## src/reg_file_pkg.sv

```systemverilog
package reg_file_pkg;
    // widths and counts
    localparam int XLEN      = 32;
    localparam int GPR_COUNT = 16;
    localparam int GPR_AW    = 4;
    localparam int DSP_COUNT = 8;
    localparam int DSP_AW    = 3;
    localparam int ACC_W     = 40;
    localparam int GUARD_W   = 8;
    localparam int WIDE_CNT  = 2;
    localparam int DISP_W    = 8;
    localparam int DISP_SHL  = 1;

    // fixed general register roles
    localparam logic [3:0] IDX_INDEX = 4'h0;
    localparam logic [3:0] IDX_SP    = 4'hf;
    localparam logic [3:0] IDX_SPTR  = 4'h2;
    localparam logic [3:0] IDX_XPTR  = 4'h4;
    localparam logic [3:0] IDX_YPTR  = 4'h6;
    localparam logic [3:0] IDX_XIDX  = 4'h8;
    localparam logic [3:0] IDX_YIDX  = 4'h9;

    // status word fields
    localparam int RC_LSB   = 16;
    localparam int RC_MSB   = 27;
    localparam int YRING    = 11;
    localparam int XRING    = 10;
    localparam int DIV_M    = 9;
    localparam int DIV_Q    = 8;
    localparam int MASK_LSB = 4;
    localparam int MASK_MSB = 7;
    localparam int LEN_LSB  = 2;
    localparam int LEN_MSB  = 3;
    localparam int SAT      = 1;
    localparam int TFLAG    = 0;
    localparam logic [31:0] STATUS_WMASK = 32'h0fff_0fff;
    localparam logic [31:0] STATUS_RESET = 32'h0000_0000;
    localparam logic [31:0] WORD_RESET   = 32'h0000_0000;
    localparam logic [11:0] COUNT_MIN    = 12'h002;
    localparam logic [11:0] COUNT_ONE    = 12'h001;

    // loop body length codes
    localparam logic [1:0] LEN_ONE   = 2'b00;
    localparam logic [1:0] LEN_TWO   = 2'b01;
    localparam logic [1:0] LEN_THREE = 2'b11;
    localparam logic [1:0] LEN_MORE  = 2'b10;

    // pointer steps
    localparam logic [31:0] PTR_STEP  = 32'h0000_0004;
    localparam logic [31:0] EXC_FRAME = 32'h0000_0008;

    // control register selects
    localparam logic [2:0] CTL_STATUS = 3'h0;
    localparam logic [2:0] CTL_GLOBAL = 3'h1;
    localparam logic [2:0] CTL_VECTOR = 3'h2;
    localparam logic [2:0] CTL_LSTART = 3'h3;
    localparam logic [2:0] CTL_LEND   = 3'h4;
    localparam logic [2:0] CTL_RING   = 3'h5;
    localparam logic [2:0] CTL_DCOND  = 3'h6;

    // control move operations
    localparam logic [2:0] OP_NONE     = 3'h0;
    localparam logic [2:0] OP_COPY_IN  = 3'h1;
    localparam logic [2:0] OP_LOAD_IN  = 3'h2;
    localparam logic [2:0] OP_COPY_OUT = 3'h3;
    localparam logic [2:0] OP_STORE    = 3'h4;
endpackage

```

## src/dsp_cpu_register_file.sv

```systemverilog
`timescale 1ns/1ps
module dsp_cpu_register_file
    import reg_file_pkg::*;
(
    input  wire logic              clk,
    input  wire logic              rst_b,
    input  wire logic              gpr_we,
    input  wire logic [GPR_AW-1:0] gpr_waddr,
    input  wire logic [XLEN-1:0]   gpr_wdata,
    input  wire logic [GPR_AW-1:0] rd_a_addr,
    input  wire logic [GPR_AW-1:0] rd_b_addr,
    output logic      [XLEN-1:0]   rd_a_data,
    output logic      [XLEN-1:0]   rd_b_data,
    output logic      [XLEN-1:0]   index_r0,
    output logic      [XLEN-1:0]   stack_pointer,
    input  wire logic              exc_entry,
    input  wire logic              exc_return,
    input  wire logic [XLEN-1:0]   exc_status_in,
    input  wire logic              x_ptr_sel,
    input  wire logic              y_ptr_sel,
    input  wire logic [1:0]        single_ptr_sel,
    output logic      [XLEN-1:0]   x_pointer,
    output logic      [XLEN-1:0]   x_index,
    output logic      [XLEN-1:0]   y_pointer,
    output logic      [XLEN-1:0]   y_index,
    output logic      [XLEN-1:0]   single_pointer,
    output logic      [XLEN-1:0]   single_index,
    output logic                   x_ring_enable,
    output logic                   y_ring_enable,
    output logic                   ring_conflict,
    output logic      [15:0]       ring_end,
    output logic      [15:0]       ring_begin,
    input  wire logic [2:0]        ctl_op,
    input  wire logic [2:0]        ctl_sel,
    input  wire logic [GPR_AW-1:0] ctl_gpr,
    input  wire logic [XLEN-1:0]   ctl_mem_rdata,
    output logic                   ctl_mem_we,
    output logic      [XLEN-1:0]   ctl_mem_addr,
    output logic      [XLEN-1:0]   ctl_mem_wdata,
    input  wire logic              loop_addr_we,
    input  wire logic              loop_addr_end,
    input  wire logic [DISP_W-1:0] loop_disp,
    input  wire logic [XLEN-1:0]   pc,
    input  wire logic              loop_count_dec,
    input  wire logic              t_we,
    input  wire logic              t_in,
    input  wire logic              div_we,
    input  wire logic              div_m_in,
    input  wire logic              div_q_in,
    input  wire logic [3:0]        irq_level,
    output logic                   irq_accept,
    output logic      [XLEN-1:0]   processor_status_word,
    output logic      [XLEN-1:0]   global_base,
    output logic      [XLEN-1:0]   vector_base,
    output logic      [XLEN-1:0]   loop_start_addr,
    output logic      [XLEN-1:0]   loop_end_addr,
    output logic      [XLEN-1:0]   ring_bounds,
    output logic      [XLEN-1:0]   dsp_condition,
    output logic      [11:0]       loop_count,
    output logic                   loop_count_valid,
    output logic      [2:0]        loop_steps,
    input  wire logic              dsp_we,
    input  wire logic [DSP_AW-1:0] dsp_waddr,
    input  wire logic [ACC_W-1:0]  dsp_wdata,
    input  wire logic [DSP_AW-1:0] dsp_raddr,
    output logic      [ACC_W-1:0]  dsp_rdata
);

    logic [XLEN-1:0]  gpr_q [GPR_COUNT];
    logic [XLEN-1:0]  status_q;
    logic [XLEN-1:0]  global_q;
    logic [XLEN-1:0]  vector_q;
    logic [XLEN-1:0]  lstart_q;
    logic [XLEN-1:0]  lend_q;
    logic [XLEN-1:0]  ring_q;
    logic [XLEN-1:0]  dcond_q;
    logic [ACC_W-1:0] dsp_q [DSP_COUNT];
    logic [XLEN-1:0]  ctl_val;
    logic [XLEN-1:0]  ctl_src;
    logic [XLEN-1:0]  ctl_gpr_val;
    logic [XLEN-1:0]  loop_target;
    logic             ctl_wr;

    assign ctl_gpr_val = gpr_q[ctl_gpr];
    assign ctl_wr      = (ctl_op == OP_COPY_IN) || (ctl_op == OP_LOAD_IN);
    // register copy takes the general register, load takes memory data
    assign ctl_src     = (ctl_op == OP_LOAD_IN) ? ctl_mem_rdata : ctl_gpr_val;
    // displacement doubled and added to the program counter
    assign loop_target = pc + (XLEN'(signed'(loop_disp)) << DISP_SHL);

    // selected control register for outward moves
    always_comb begin
        unique case (ctl_sel)
            CTL_STATUS: ctl_val = status_q;
            CTL_GLOBAL: ctl_val = global_q;
            CTL_VECTOR: ctl_val = vector_q;
            CTL_LSTART: ctl_val = lstart_q;
            CTL_LEND:   ctl_val = lend_q;
            CTL_RING:   ctl_val = ring_q;
            CTL_DCOND:  ctl_val = dcond_q;
            default:    ctl_val = WORD_RESET;
        endcase
    end

    // general registers; the direct write port is applied last and wins
    always_ff @(posedge clk or negedge rst_b) begin
        if (!rst_b) begin
            for (int i = 0; i < GPR_COUNT; i++) begin
                gpr_q[i] <= WORD_RESET;
            end
        end else begin
            if (exc_entry) begin
                gpr_q[IDX_SP] <= gpr_q[IDX_SP] - EXC_FRAME;
            end else if (exc_return) begin
                gpr_q[IDX_SP] <= gpr_q[IDX_SP] + EXC_FRAME;
            end
            unique case (ctl_op)
                OP_LOAD_IN:  gpr_q[ctl_gpr] <= ctl_gpr_val + PTR_STEP;
                OP_STORE:    gpr_q[ctl_gpr] <= ctl_gpr_val - PTR_STEP;
                OP_COPY_OUT: gpr_q[ctl_gpr] <= ctl_val;
                default:     ;
            endcase
            if (gpr_we) begin
                gpr_q[gpr_waddr] <= gpr_wdata;
            end
        end
    end

    // status word: software moves beat flag updates; reserved bits stay zero
    always_ff @(posedge clk or negedge rst_b) begin
        if (!rst_b) begin
            status_q <= STATUS_RESET;
        end else if (exc_return) begin
            status_q <= exc_status_in & STATUS_WMASK;
        end else if (ctl_wr && ctl_sel == CTL_STATUS) begin
            status_q <= ctl_src & STATUS_WMASK;
        end else begin
            if (t_we) begin
                status_q[TFLAG] <= t_in;
            end
            if (div_we) begin
                status_q[DIV_M] <= div_m_in;
                status_q[DIV_Q] <= div_q_in;
            end
            if (loop_count_dec && status_q[RC_MSB:RC_LSB] != '0) begin
                status_q[RC_MSB:RC_LSB] <= status_q[RC_MSB:RC_LSB] - COUNT_ONE;
            end
        end
    end

    // base registers and the condition register
    always_ff @(posedge clk or negedge rst_b) begin
        if (!rst_b) begin
            global_q <= WORD_RESET;
            vector_q <= WORD_RESET;
            dcond_q  <= WORD_RESET;
        end else if (ctl_wr) begin
            if (ctl_sel == CTL_GLOBAL) global_q <= ctl_src;
            if (ctl_sel == CTL_VECTOR) vector_q <= ctl_src;
            if (ctl_sel == CTL_DCOND)  dcond_q  <= ctl_src;
        end
    end

    // loop and ring registers: loop address writes beat control moves
    always_ff @(posedge clk or negedge rst_b) begin
        if (!rst_b) begin
            lstart_q <= WORD_RESET;
            lend_q   <= WORD_RESET;
            ring_q   <= WORD_RESET;
        end else if (loop_addr_we) begin
            // stored as computed; the fetch unit maps them to the loop body
            if (loop_addr_end) lend_q <= loop_target;
            else lstart_q <= loop_target;
        end else if (ctl_wr) begin
            if (ctl_sel == CTL_LSTART) lstart_q <= ctl_src;
            if (ctl_sel == CTL_LEND)   lend_q   <= ctl_src;
            if (ctl_sel == CTL_RING)   ring_q   <= ctl_src;
        end
    end

    // store move: pointer decremented first, then the word goes out
    always_ff @(posedge clk or negedge rst_b) begin
        if (!rst_b) begin
            ctl_mem_we    <= 1'b0;
            ctl_mem_addr  <= WORD_RESET;
            ctl_mem_wdata <= WORD_RESET;
        end else begin
            ctl_mem_we <= (ctl_op == OP_STORE);
            if (ctl_op == OP_STORE) begin
                ctl_mem_addr  <= ctl_gpr_val - PTR_STEP;
                ctl_mem_wdata <= ctl_val;
            end
        end
    end

    // data registers: the two wide ones keep guard bits, the rest drop them
    for (genvar g = 0; g < DSP_COUNT; g++) begin : g_dsp
        always_ff @(posedge clk or negedge rst_b) begin
            if (!rst_b) begin
                dsp_q[g] <= '0;
            end else if (dsp_we && dsp_waddr == DSP_AW'(g)) begin
                if (g < WIDE_CNT) dsp_q[g] <= dsp_wdata;
                else dsp_q[g] <= {{GUARD_W{1'b0}}, dsp_wdata[XLEN-1:0]};
            end
        end
    end

    // registered read ports; a write is seen one cycle after it lands
    always_ff @(posedge clk or negedge rst_b) begin
        if (!rst_b) begin
            rd_a_data     <= WORD_RESET;
            rd_b_data     <= WORD_RESET;
            index_r0      <= WORD_RESET;
            stack_pointer <= WORD_RESET;
            dsp_rdata     <= '0;
        end else begin
            rd_a_data     <= gpr_q[rd_a_addr];
            rd_b_data     <= gpr_q[rd_b_addr];
            index_r0      <= gpr_q[IDX_INDEX];
            stack_pointer <= gpr_q[IDX_SP];
            dsp_rdata     <= dsp_q[dsp_raddr];
        end
    end

    // all pointer groups read together for parallel transfers
    always_ff @(posedge clk or negedge rst_b) begin
        if (!rst_b) begin
            x_pointer      <= WORD_RESET;
            x_index        <= WORD_RESET;
            y_pointer      <= WORD_RESET;
            y_index        <= WORD_RESET;
            single_pointer <= WORD_RESET;
            single_index   <= WORD_RESET;
        end else begin
            x_pointer      <= gpr_q[IDX_XPTR + 4'(x_ptr_sel)];
            x_index        <= gpr_q[IDX_XIDX];
            y_pointer      <= gpr_q[IDX_YPTR + 4'(y_ptr_sel)];
            y_index        <= gpr_q[IDX_YIDX];
            single_pointer <= gpr_q[IDX_SPTR + 4'(single_ptr_sel)];
            single_index   <= gpr_q[IDX_XIDX];
        end
    end

    // ring controls; the single path carries no ring enable at all
    always_ff @(posedge clk or negedge rst_b) begin
        if (!rst_b) begin
            x_ring_enable <= 1'b0;
            y_ring_enable <= 1'b0;
            ring_conflict <= 1'b0;
            ring_end      <= '0;
            ring_begin    <= '0;
        end else begin
            x_ring_enable <= status_q[XRING];
            y_ring_enable <= status_q[YRING];
            // both set is a software fault, flagged rather than resolved
            ring_conflict <= status_q[XRING] & status_q[YRING];
            ring_end      <= ring_q[31:16];
            ring_begin    <= ring_q[15:0];
        end
    end

    // status and control views
    always_ff @(posedge clk or negedge rst_b) begin
        if (!rst_b) begin
            processor_status_word <= STATUS_RESET;
            global_base           <= WORD_RESET;
            vector_base           <= WORD_RESET;
            loop_start_addr       <= WORD_RESET;
            loop_end_addr         <= WORD_RESET;
            ring_bounds           <= WORD_RESET;
            dsp_condition         <= WORD_RESET;
            loop_count            <= '0;
            loop_count_valid      <= 1'b0;
            irq_accept            <= 1'b0;
        end else begin
            processor_status_word <= status_q & STATUS_WMASK;
            global_base           <= global_q;
            vector_base           <= vector_q;
            loop_start_addr       <= lstart_q;
            loop_end_addr         <= lend_q;
            ring_bounds           <= ring_q;
            dsp_condition         <= dcond_q;
            loop_count            <= status_q[RC_MSB:RC_LSB];
            loop_count_valid      <= status_q[RC_MSB:RC_LSB] >= COUNT_MIN;
            // request taken only when its level is above the mask
            irq_accept <= irq_level > status_q[MASK_MSB:MASK_LSB];
        end
    end

    // loop body length decode; 4 stands for four or more
    always_ff @(posedge clk or negedge rst_b) begin
        if (!rst_b) begin
            loop_steps <= 3'h1;
        end else begin
            unique case (status_q[LEN_MSB:LEN_LSB])
                LEN_ONE:   loop_steps <= 3'h1;
                LEN_TWO:   loop_steps <= 3'h2;
                LEN_THREE: loop_steps <= 3'h3;
                LEN_MORE:  loop_steps <= 3'h4;
            endcase
        end
    end

    // saturation enable leaves only through the status view; no separate pin
endmodule

```

## config.mk

```make
export PLATFORM = sky130hd
export DESIGN_NAME = dsp_cpu_register_file
export DESIGN_NICKNAME = d
export VERILOG_FILES = /design/src/reg_file_pkg.sv /design/src/dsp_cpu_register_file.sv
export SDC_FILE = /design/constraint.sdc
export NUM_CORES = 2
export LEC_CHECK = 0
export BUFFER_PORTS_ARGS = -buffer_cell sky130_fd_sc_hd__buf_2
export CAP_MARGIN = 25
export CORE_ASPECT_RATIO = 1.25
export CORE_MARGIN = 4
export CORE_UTILIZATION = 55
export CTS_CLUSTER_DIAMETER = 100
export DETAILED_ROUTE_END_ITERATION = 7
export HOLD_SLACK_MARGIN = 0.15
export PLACE_DENSITY = 0.87
export SYNTH_ARGS = -nofsm -noshare
export SYNTH_HDL_FRONTEND = slang
export SYNTH_SLANG_ARGS = --single-unit
```

## constraint.sdc

```tcl
create_clock -name clk -period 8.65 [get_ports clk]
set_input_delay 0.4325 -clock clk [delete_from_list [all_inputs] [get_ports clk]]
set_output_delay 0.4325 -clock clk [all_outputs]
set_load 0.01 [all_outputs]
```

# After elaboration in Yosys (flattened, before gate mapping)

Cells that the tools add are included.

Add/sub/neg operators: 9
Order comparisons: 12
Eq/ne operators: 22
Mux-type cells: 54
Bitwise operators: 10
Reductions and logical operators: 30

Operators with widths:

| kind                                                  | number |
|---|---|
| bitwise mux 512 bit                                   | 4 |
| case mux 512 bit (3 select lines)                     | 1 |
| 2-to-1 mux 32 bit                                     | 26 |
| binary-select mux 32 bit (select 4 bit)               | 6 |
| 2-to-1 mux 512 bit                                    | 1 |
| demux 32 bit (select 4 bit)                           | 2 |
| case mux 32 bit (7 select lines)                      | 1 |
| binary-select mux 40 bit (select 3 bit)               | 1 |
| 2-to-1 mux 40 bit                                     | 2 |
| >= comparator 5 bit (second input constant)           | 7 |
| adder 32 x 3 -> 32 bit (second input constant)        | 1 |
| adder 32 bit                                          | 1 |
| adder 32 x 4 -> 32 bit (second input constant)        | 1 |
| subtractor 32 x 3 -> 32 bit (second input constant)   | 1 |
| subtractor 32 x 4 -> 32 bit (second input constant)   | 1 |
| inverter 4 -> 5 bit                                   | 6 |
| equality test 3 bit (second input constant)           | 8 |
| 2-to-1 mux 12 bit                                     | 2 |
| equality test 3 x 2 -> 1 bit (second input constant)  | 6 |
| >= comparator 12 x 2 -> 1 bit (second input constant) | 1 |
| logical AND 1 bit                                     | 12 |
| case mux 3 bit (4 select lines)                       | 1 |
| nonzero test 12 bit                                   | 1 |
| subtractor 12 x 1 -> 12 bit (second input constant)   | 1 |
| other kinds (26)                                      | 43 |

Register bits: 1669
Bits of input ports: 226
Output and inout port bits: 701
Word-level logic and storage cells: 200

# Logic depth before layout (Yosys ltp)

Depth after elaboration: 9
Mapped depth: 18
Depth with buffers taken out: 13

# Least setup slack after synthesis

OpenSTA, ideal clock, no wires.

Path type: input -> register
Start point: input port ctl_gpr[0]
End point: register gpr_q[178] in the netlist's numbering
Library setup time: 0.133 ns
Data arrival time: 4.349 ns
Data required time: 8.517 ns
Setup slack: 4.168 ns
Cell stages on the path: 15
Buffers on the path: 6
Path through: buf_6 > buf_4 > buf_2 > buf_4 > mux4_2 > a221oi_2 > ha_1 > clkbuf_1 > nand3_1 > nor4_1 > xnor2_1 > nor2_1 > a211oi_1 > clkbuf_1 > o21ai_0

Cells in the longest elaborated chain, start to end: 9
Elaborated cells between the ends (all ways): 17
Classes of those cells: add/sub: 2; order compare: 2; mux: 11; bitwise: 1; reduce/logical: 1

RTL lines:

| element                                                                             | RTL line                                                                                 | RTL |
|---|---|---|
| start: declaration                                                                  | dsp_cpu_register_file.sv:35                                                              | `input wire logic [GPR_AW-1:0] ctl_gpr,` |
| inverter 4 -> 5 bit (not written as such) (*)                                       | --                                                                                       |  |
| binary-select mux 32 bit (select 4 bit), or another cell as far along               | dsp_cpu_register_file.sv:84                                                              | `assign ctl_gpr_val = gpr_q[ctl_gpr];` |
| 2-to-1 mux 32 bit (not written as such) / logical AND 1 bit (equally long branches) | --                                                                                       |  |
| 2-to-1 mux 32 bit, on equally long branches                                         | --                                                                                       |  |
| subtractor 32 x 3 -> 32 bit, or another cell as far along                           | dsp_cpu_register_file.sv:119                                                             | `OP_STORE: gpr_q[ctl_gpr] <= ctl_gpr_val - PTR_STEP;` |
| bitwise mux 512 bit, on equally long branches                                       | dsp_cpu_register_file.sv:119, dsp_cpu_register_file.sv:118, dsp_cpu_register_file.sv:120 |  |
| case mux 512 bit (3 select lines) (*)                                               | dsp_cpu_register_file.sv:117                                                             | `unique case (ctl_op)` |
| bitwise mux 512 bit                                                                 | dsp_cpu_register_file.sv:124                                                             | `gpr_q[gpr_waddr] <= gpr_wdata;` |
| 2-to-1 mux 512 bit (*)                                                              | dsp_cpu_register_file.sv:123                                                             | `if (gpr_we) begin` |
| end signal: indexed assignment                                                      | dsp_cpu_register_file.sv:118                                                             | `OP_LOAD_IN: gpr_q[ctl_gpr] <= ctl_gpr_val + PTR_STEP;` |
| end signal: indexed assignment                                                      | dsp_cpu_register_file.sv:119                                                             |  |
| end signal: indexed assignment                                                      | dsp_cpu_register_file.sv:124                                                             |  |
| end: declaration                                                                    | dsp_cpu_register_file.sv:69                                                              | `logic [XLEN-1:0] gpr_q [GPR_COUNT];` |

Mark *: on every way between the ends. The rest lies on a longest branch, timed or not. The select of a mux whose other input is x is not followed.
A chain may end at the register's enable or synchronous reset.

# Final worst setup path

Start point: input port ctl_gpr[1]
End point: register gpr_q[78] in the netlist's numbering

Same word-level chain as after synthesis.

==> run summary <==
Rows - 156
fin util - 64.5%
total number of vias - 70700
layout cell share with drive strength beyond 1 - 31.1%
TritonCTS clock tree - yes
# IOs - 927
core area - 145000 µm²
Max Root-Sink Buffers - 3
post-synthesis sequential area ratio - 50.1%
status - finished with violations
Starting Density - 55.5%
Total Wirelength - 354000 µm
Final Skew - 0.0629 ns
Final Hold Viols - 0
CTS Root Cell - clkbuf_16
gpl congestion - 1.02
Post-synth EDFFs - 0
Min Hold Slack - 0.179 ns
H-tree depth - 4
final instance area - 93700 µm²
RSZ-0062 raised after global routing - no
dpl ws - 2.47 ns
Post-CTS Resized - 0
fin nets - 7958
Clk pin slew, worst setup/hold paths - 0.06 ns
Reg with most FFs - gpr_q
Antenna Nets Post-Route - 0
Leak - 41.6 nW
number of flip-flops under the largest register name - 512
XOR/XNOR Fraction of Synth Area - 1.18%
Via density - 7.26
Clk Latency, worst-skew pair - 0.86 ns
Post-CTS Setup Bufs - 0
critical path's largest stage delay - 0.98 ns
met1 Usage GRT - 53.7%
Rel. slew slack - 20.5%
Placed Area - 86400 µm²
critical path fanouts, max - 33
Setup CP Type - input pin to flip-flop
setup TNS - 0 ns
biggest regs - gpr_q: 512 flops, dsp_q: 272 flops, dsp_rdata: 40 flops
CP max-delay cell - a21boi_0
gr usage total - 45.7%
total power - 26.0 mW
Die Y - 436 µm
proportion of synthesized area in mux cells - 21.7%
global route overflow - 0
setup ws final - 3.06 ns
crit path DAT - 6.30 ns
Worst Path Required - 9.35 ns
CP Capture Type - flip-flop
period utilization - 64.7%
power density cells - 278 nW/µm²
FMAX - 0.179 GHz
max-cap viol count - 0
placed cell count - 9276
Tmin final - 5.59 ns
area delta synth->final - 16.2%
vias in the first global route - 69100
first-pass GRT wire length - 502000 µm
adder-cell share of the synthesized area - 0.692%
Post-Synth Simple-Gate Area - 9.22%
crit path cell chain - buf_4 -> buf_4 -> mux4_2 -> a22o_1 -> a221oi_2 -> ha_1 -> nand3_1 -> o21a_1 -> o21ai_0 -> a21boi_0 -> o21ai_0 -> o21a_1
Final Max Slew Viols - 0
Finished Layout Cells - 9738
number of synthesized register bits - 1615
worst-margin pin slew - 1.19 ns
DR iter-0 viols - 11100
met2 GRT Util - 66.8%
Gate Count Post-Synth - 6954
DRC violations left - 3
antenna violations before repair - 51
HPWL Detailed - 241000 µm
post-synth cell types - 89
post-synthesis compound-gate area fraction - 13.0%
Post-Syn Area per Cell - 11.6 µm²
HP Class - input pin to asynchronous set/reset pin
GR peak layer - met2
maximum vdd drop - 0.226 mV
Pre-antenna DRT Iters - 8
violated checks - design-rule violations
M3 GR Usage - 17.7%
final setup fails - 0
top_reg_cell synth - dfrtp_1
PortBufs - 910
main combinational cell family by area after synthesis - multiplexers
drt wl/cell - 36.4 µm
CTS buffer count - 162
die area - 153000 µm²
Yosys warnings - 0
crit start category - input pin
fraction of registers with async set/reset - 100%
largest net degree at the start of global routing - 189
clock sink total - 1615
Netlist Area Pre-Place - 80600 µm²
die width - 351 µm
[timing repair]
item                                    4_1_cts  5_1_grt
hold buffers                                132        1
endpoints found under the setup margin        0        0
endpoints found under the hold margin      1011        4
[cells in the final DEF, fill, tap and decap left out, drive strengths merged, types with 24 or more instances in the layout]
| master | instances |
|---|---|
| xnor2 | 61 |
| mux2 | 381 |
| nand2b | 24 |
| xor2 | 48 |
| a21oi | 586 |
| nand2 | 585 |
| nand3 | 47 |
| ha | 43 |
| a22oi | 59 |
| mux4 | 561 |
| a211oi | 83 |
| nor3 | 78 |
| nand4 | 27 |
| a31oi | 46 |
| a221oi | 56 |
| o21ai | 631 |
| o22ai | 81 |
| dlygate4sd3 | 133 |
| nor4 | 29 |
| or3 | 55 |
| and3 | 134 |
| diode | 27 |
| clkbuf | 219 |
| inv | 37 |
| a21o | 101 |
| clkinv | 51 |
| buf | 1119 |
| nor2 | 614 |
| mux2i | 56 |
| dfrtp | 1614 |
[final timing paths]
kind	from	to	slack, ns	cells after the start
min reg2reg	ring_q[0]	ring_bounds[0]	0.38	0
min in group clk	ctl_mem_rdata[24]	dcond_q[24]	0.19	4
max	ctl_gpr[1]	gpr_q[78]	3.06	12
max reg2reg	gpr_q[194]	gpr_q[78]	3.28	10
min	rst_b	dsp_rdata[6]	0.18	2
max in group asynchronous	rst_b	lend_q[9]	6.07	4
[layout make-up]
type / count / area (µm²)
inverter: 30 / 113
fill: 10700 / 51500
multi-input combinational: 4623 / 37200
timing repair buffer: 1256 / 7810
sequential: 1615 / 40400
clock buffer: 215 / 4600
tap: 1896 / 2370
antenna: 27 / 67.6
clock inverter: 76 / 1110
[worst max-delay path: cells and delay by family]
kind | cells | cell delay, ns
simple gates | 1 | 0.54
compound gates | 7 | 3.22
mux | 1 | 0.40
buf+inv | 2 | 1.15
fa+ha+maj | 1 | 0.47
[per-layer routing]
layer | routed length [µm] | part of all wire (%)
met1 | 111000 | 31
met2 | 151000 | 43
met3 | 51900 | 15
met4 | 39900 | 11
met5 | 301 | 0.085
[cell usage after synthesis, types with 10 or more instances]
master	count	area (µm²)
a2111oi_0	18	158
a211oi_1	73	548
a211oi_2	10	125
a21o_1	101	758
a21oi_1	584	2920
a221o_1	14	140
a221oi_1	54	473
a22o_1	19	166
a22oi_1	59	443
a31oi_1	46	288
and2_1	10	62.6
and3_1	134	838
buf_1	88	330
buf_2	28	140
buf_4	98	736
buf_6	10	113
clkbuf_1	457	1720
dfrtp_1	1614	40400
ha_1	43	538
inv_1	27	101
mux2_2	381	4290
mux2i_1	56	561
mux4_2	556	12500
nand2_1	583	2190
nand2b_1	23	144
nand3_1	47	235
nand4_1	27	169
nor2_1	614	2300
nor2b_1	22	138
nor3_1	78	390
nor4_1	27	169
o211ai_1	18	135
o21a_1	20	150
o21ai_0	611	3060
o21ai_1	20	100
o22ai_1	81	507
o31ai_1	11	82.6
or2_2	10	62.6
or3_1	54	338
xnor2_1	61	534
xor2_1	48	420
[where the power goes]
part	total (mW)	switching (mW)	internal, mW
logic	7.07	3.99	3.08
clock network	7.58	3.32	4.26
registers	11.4	1.98	9.39
total	26.0	9.29	16.7
[kinds of logic (layout without fill, tap and decap cells)]
kind of cell,after synthesis,after routing
buffers and inverters,723,1577
flip-flops,1615,1615
other,1,35
AO/OA/AOI/OAI,1788,1788
adder cells (fa/ha/maj),44,44
XOR/XNOR,109,109
multiplexers,998,998
AND/OR/NAND/NOR,1676,1676
No activity file was read; power rests on OpenSTA's default activity.
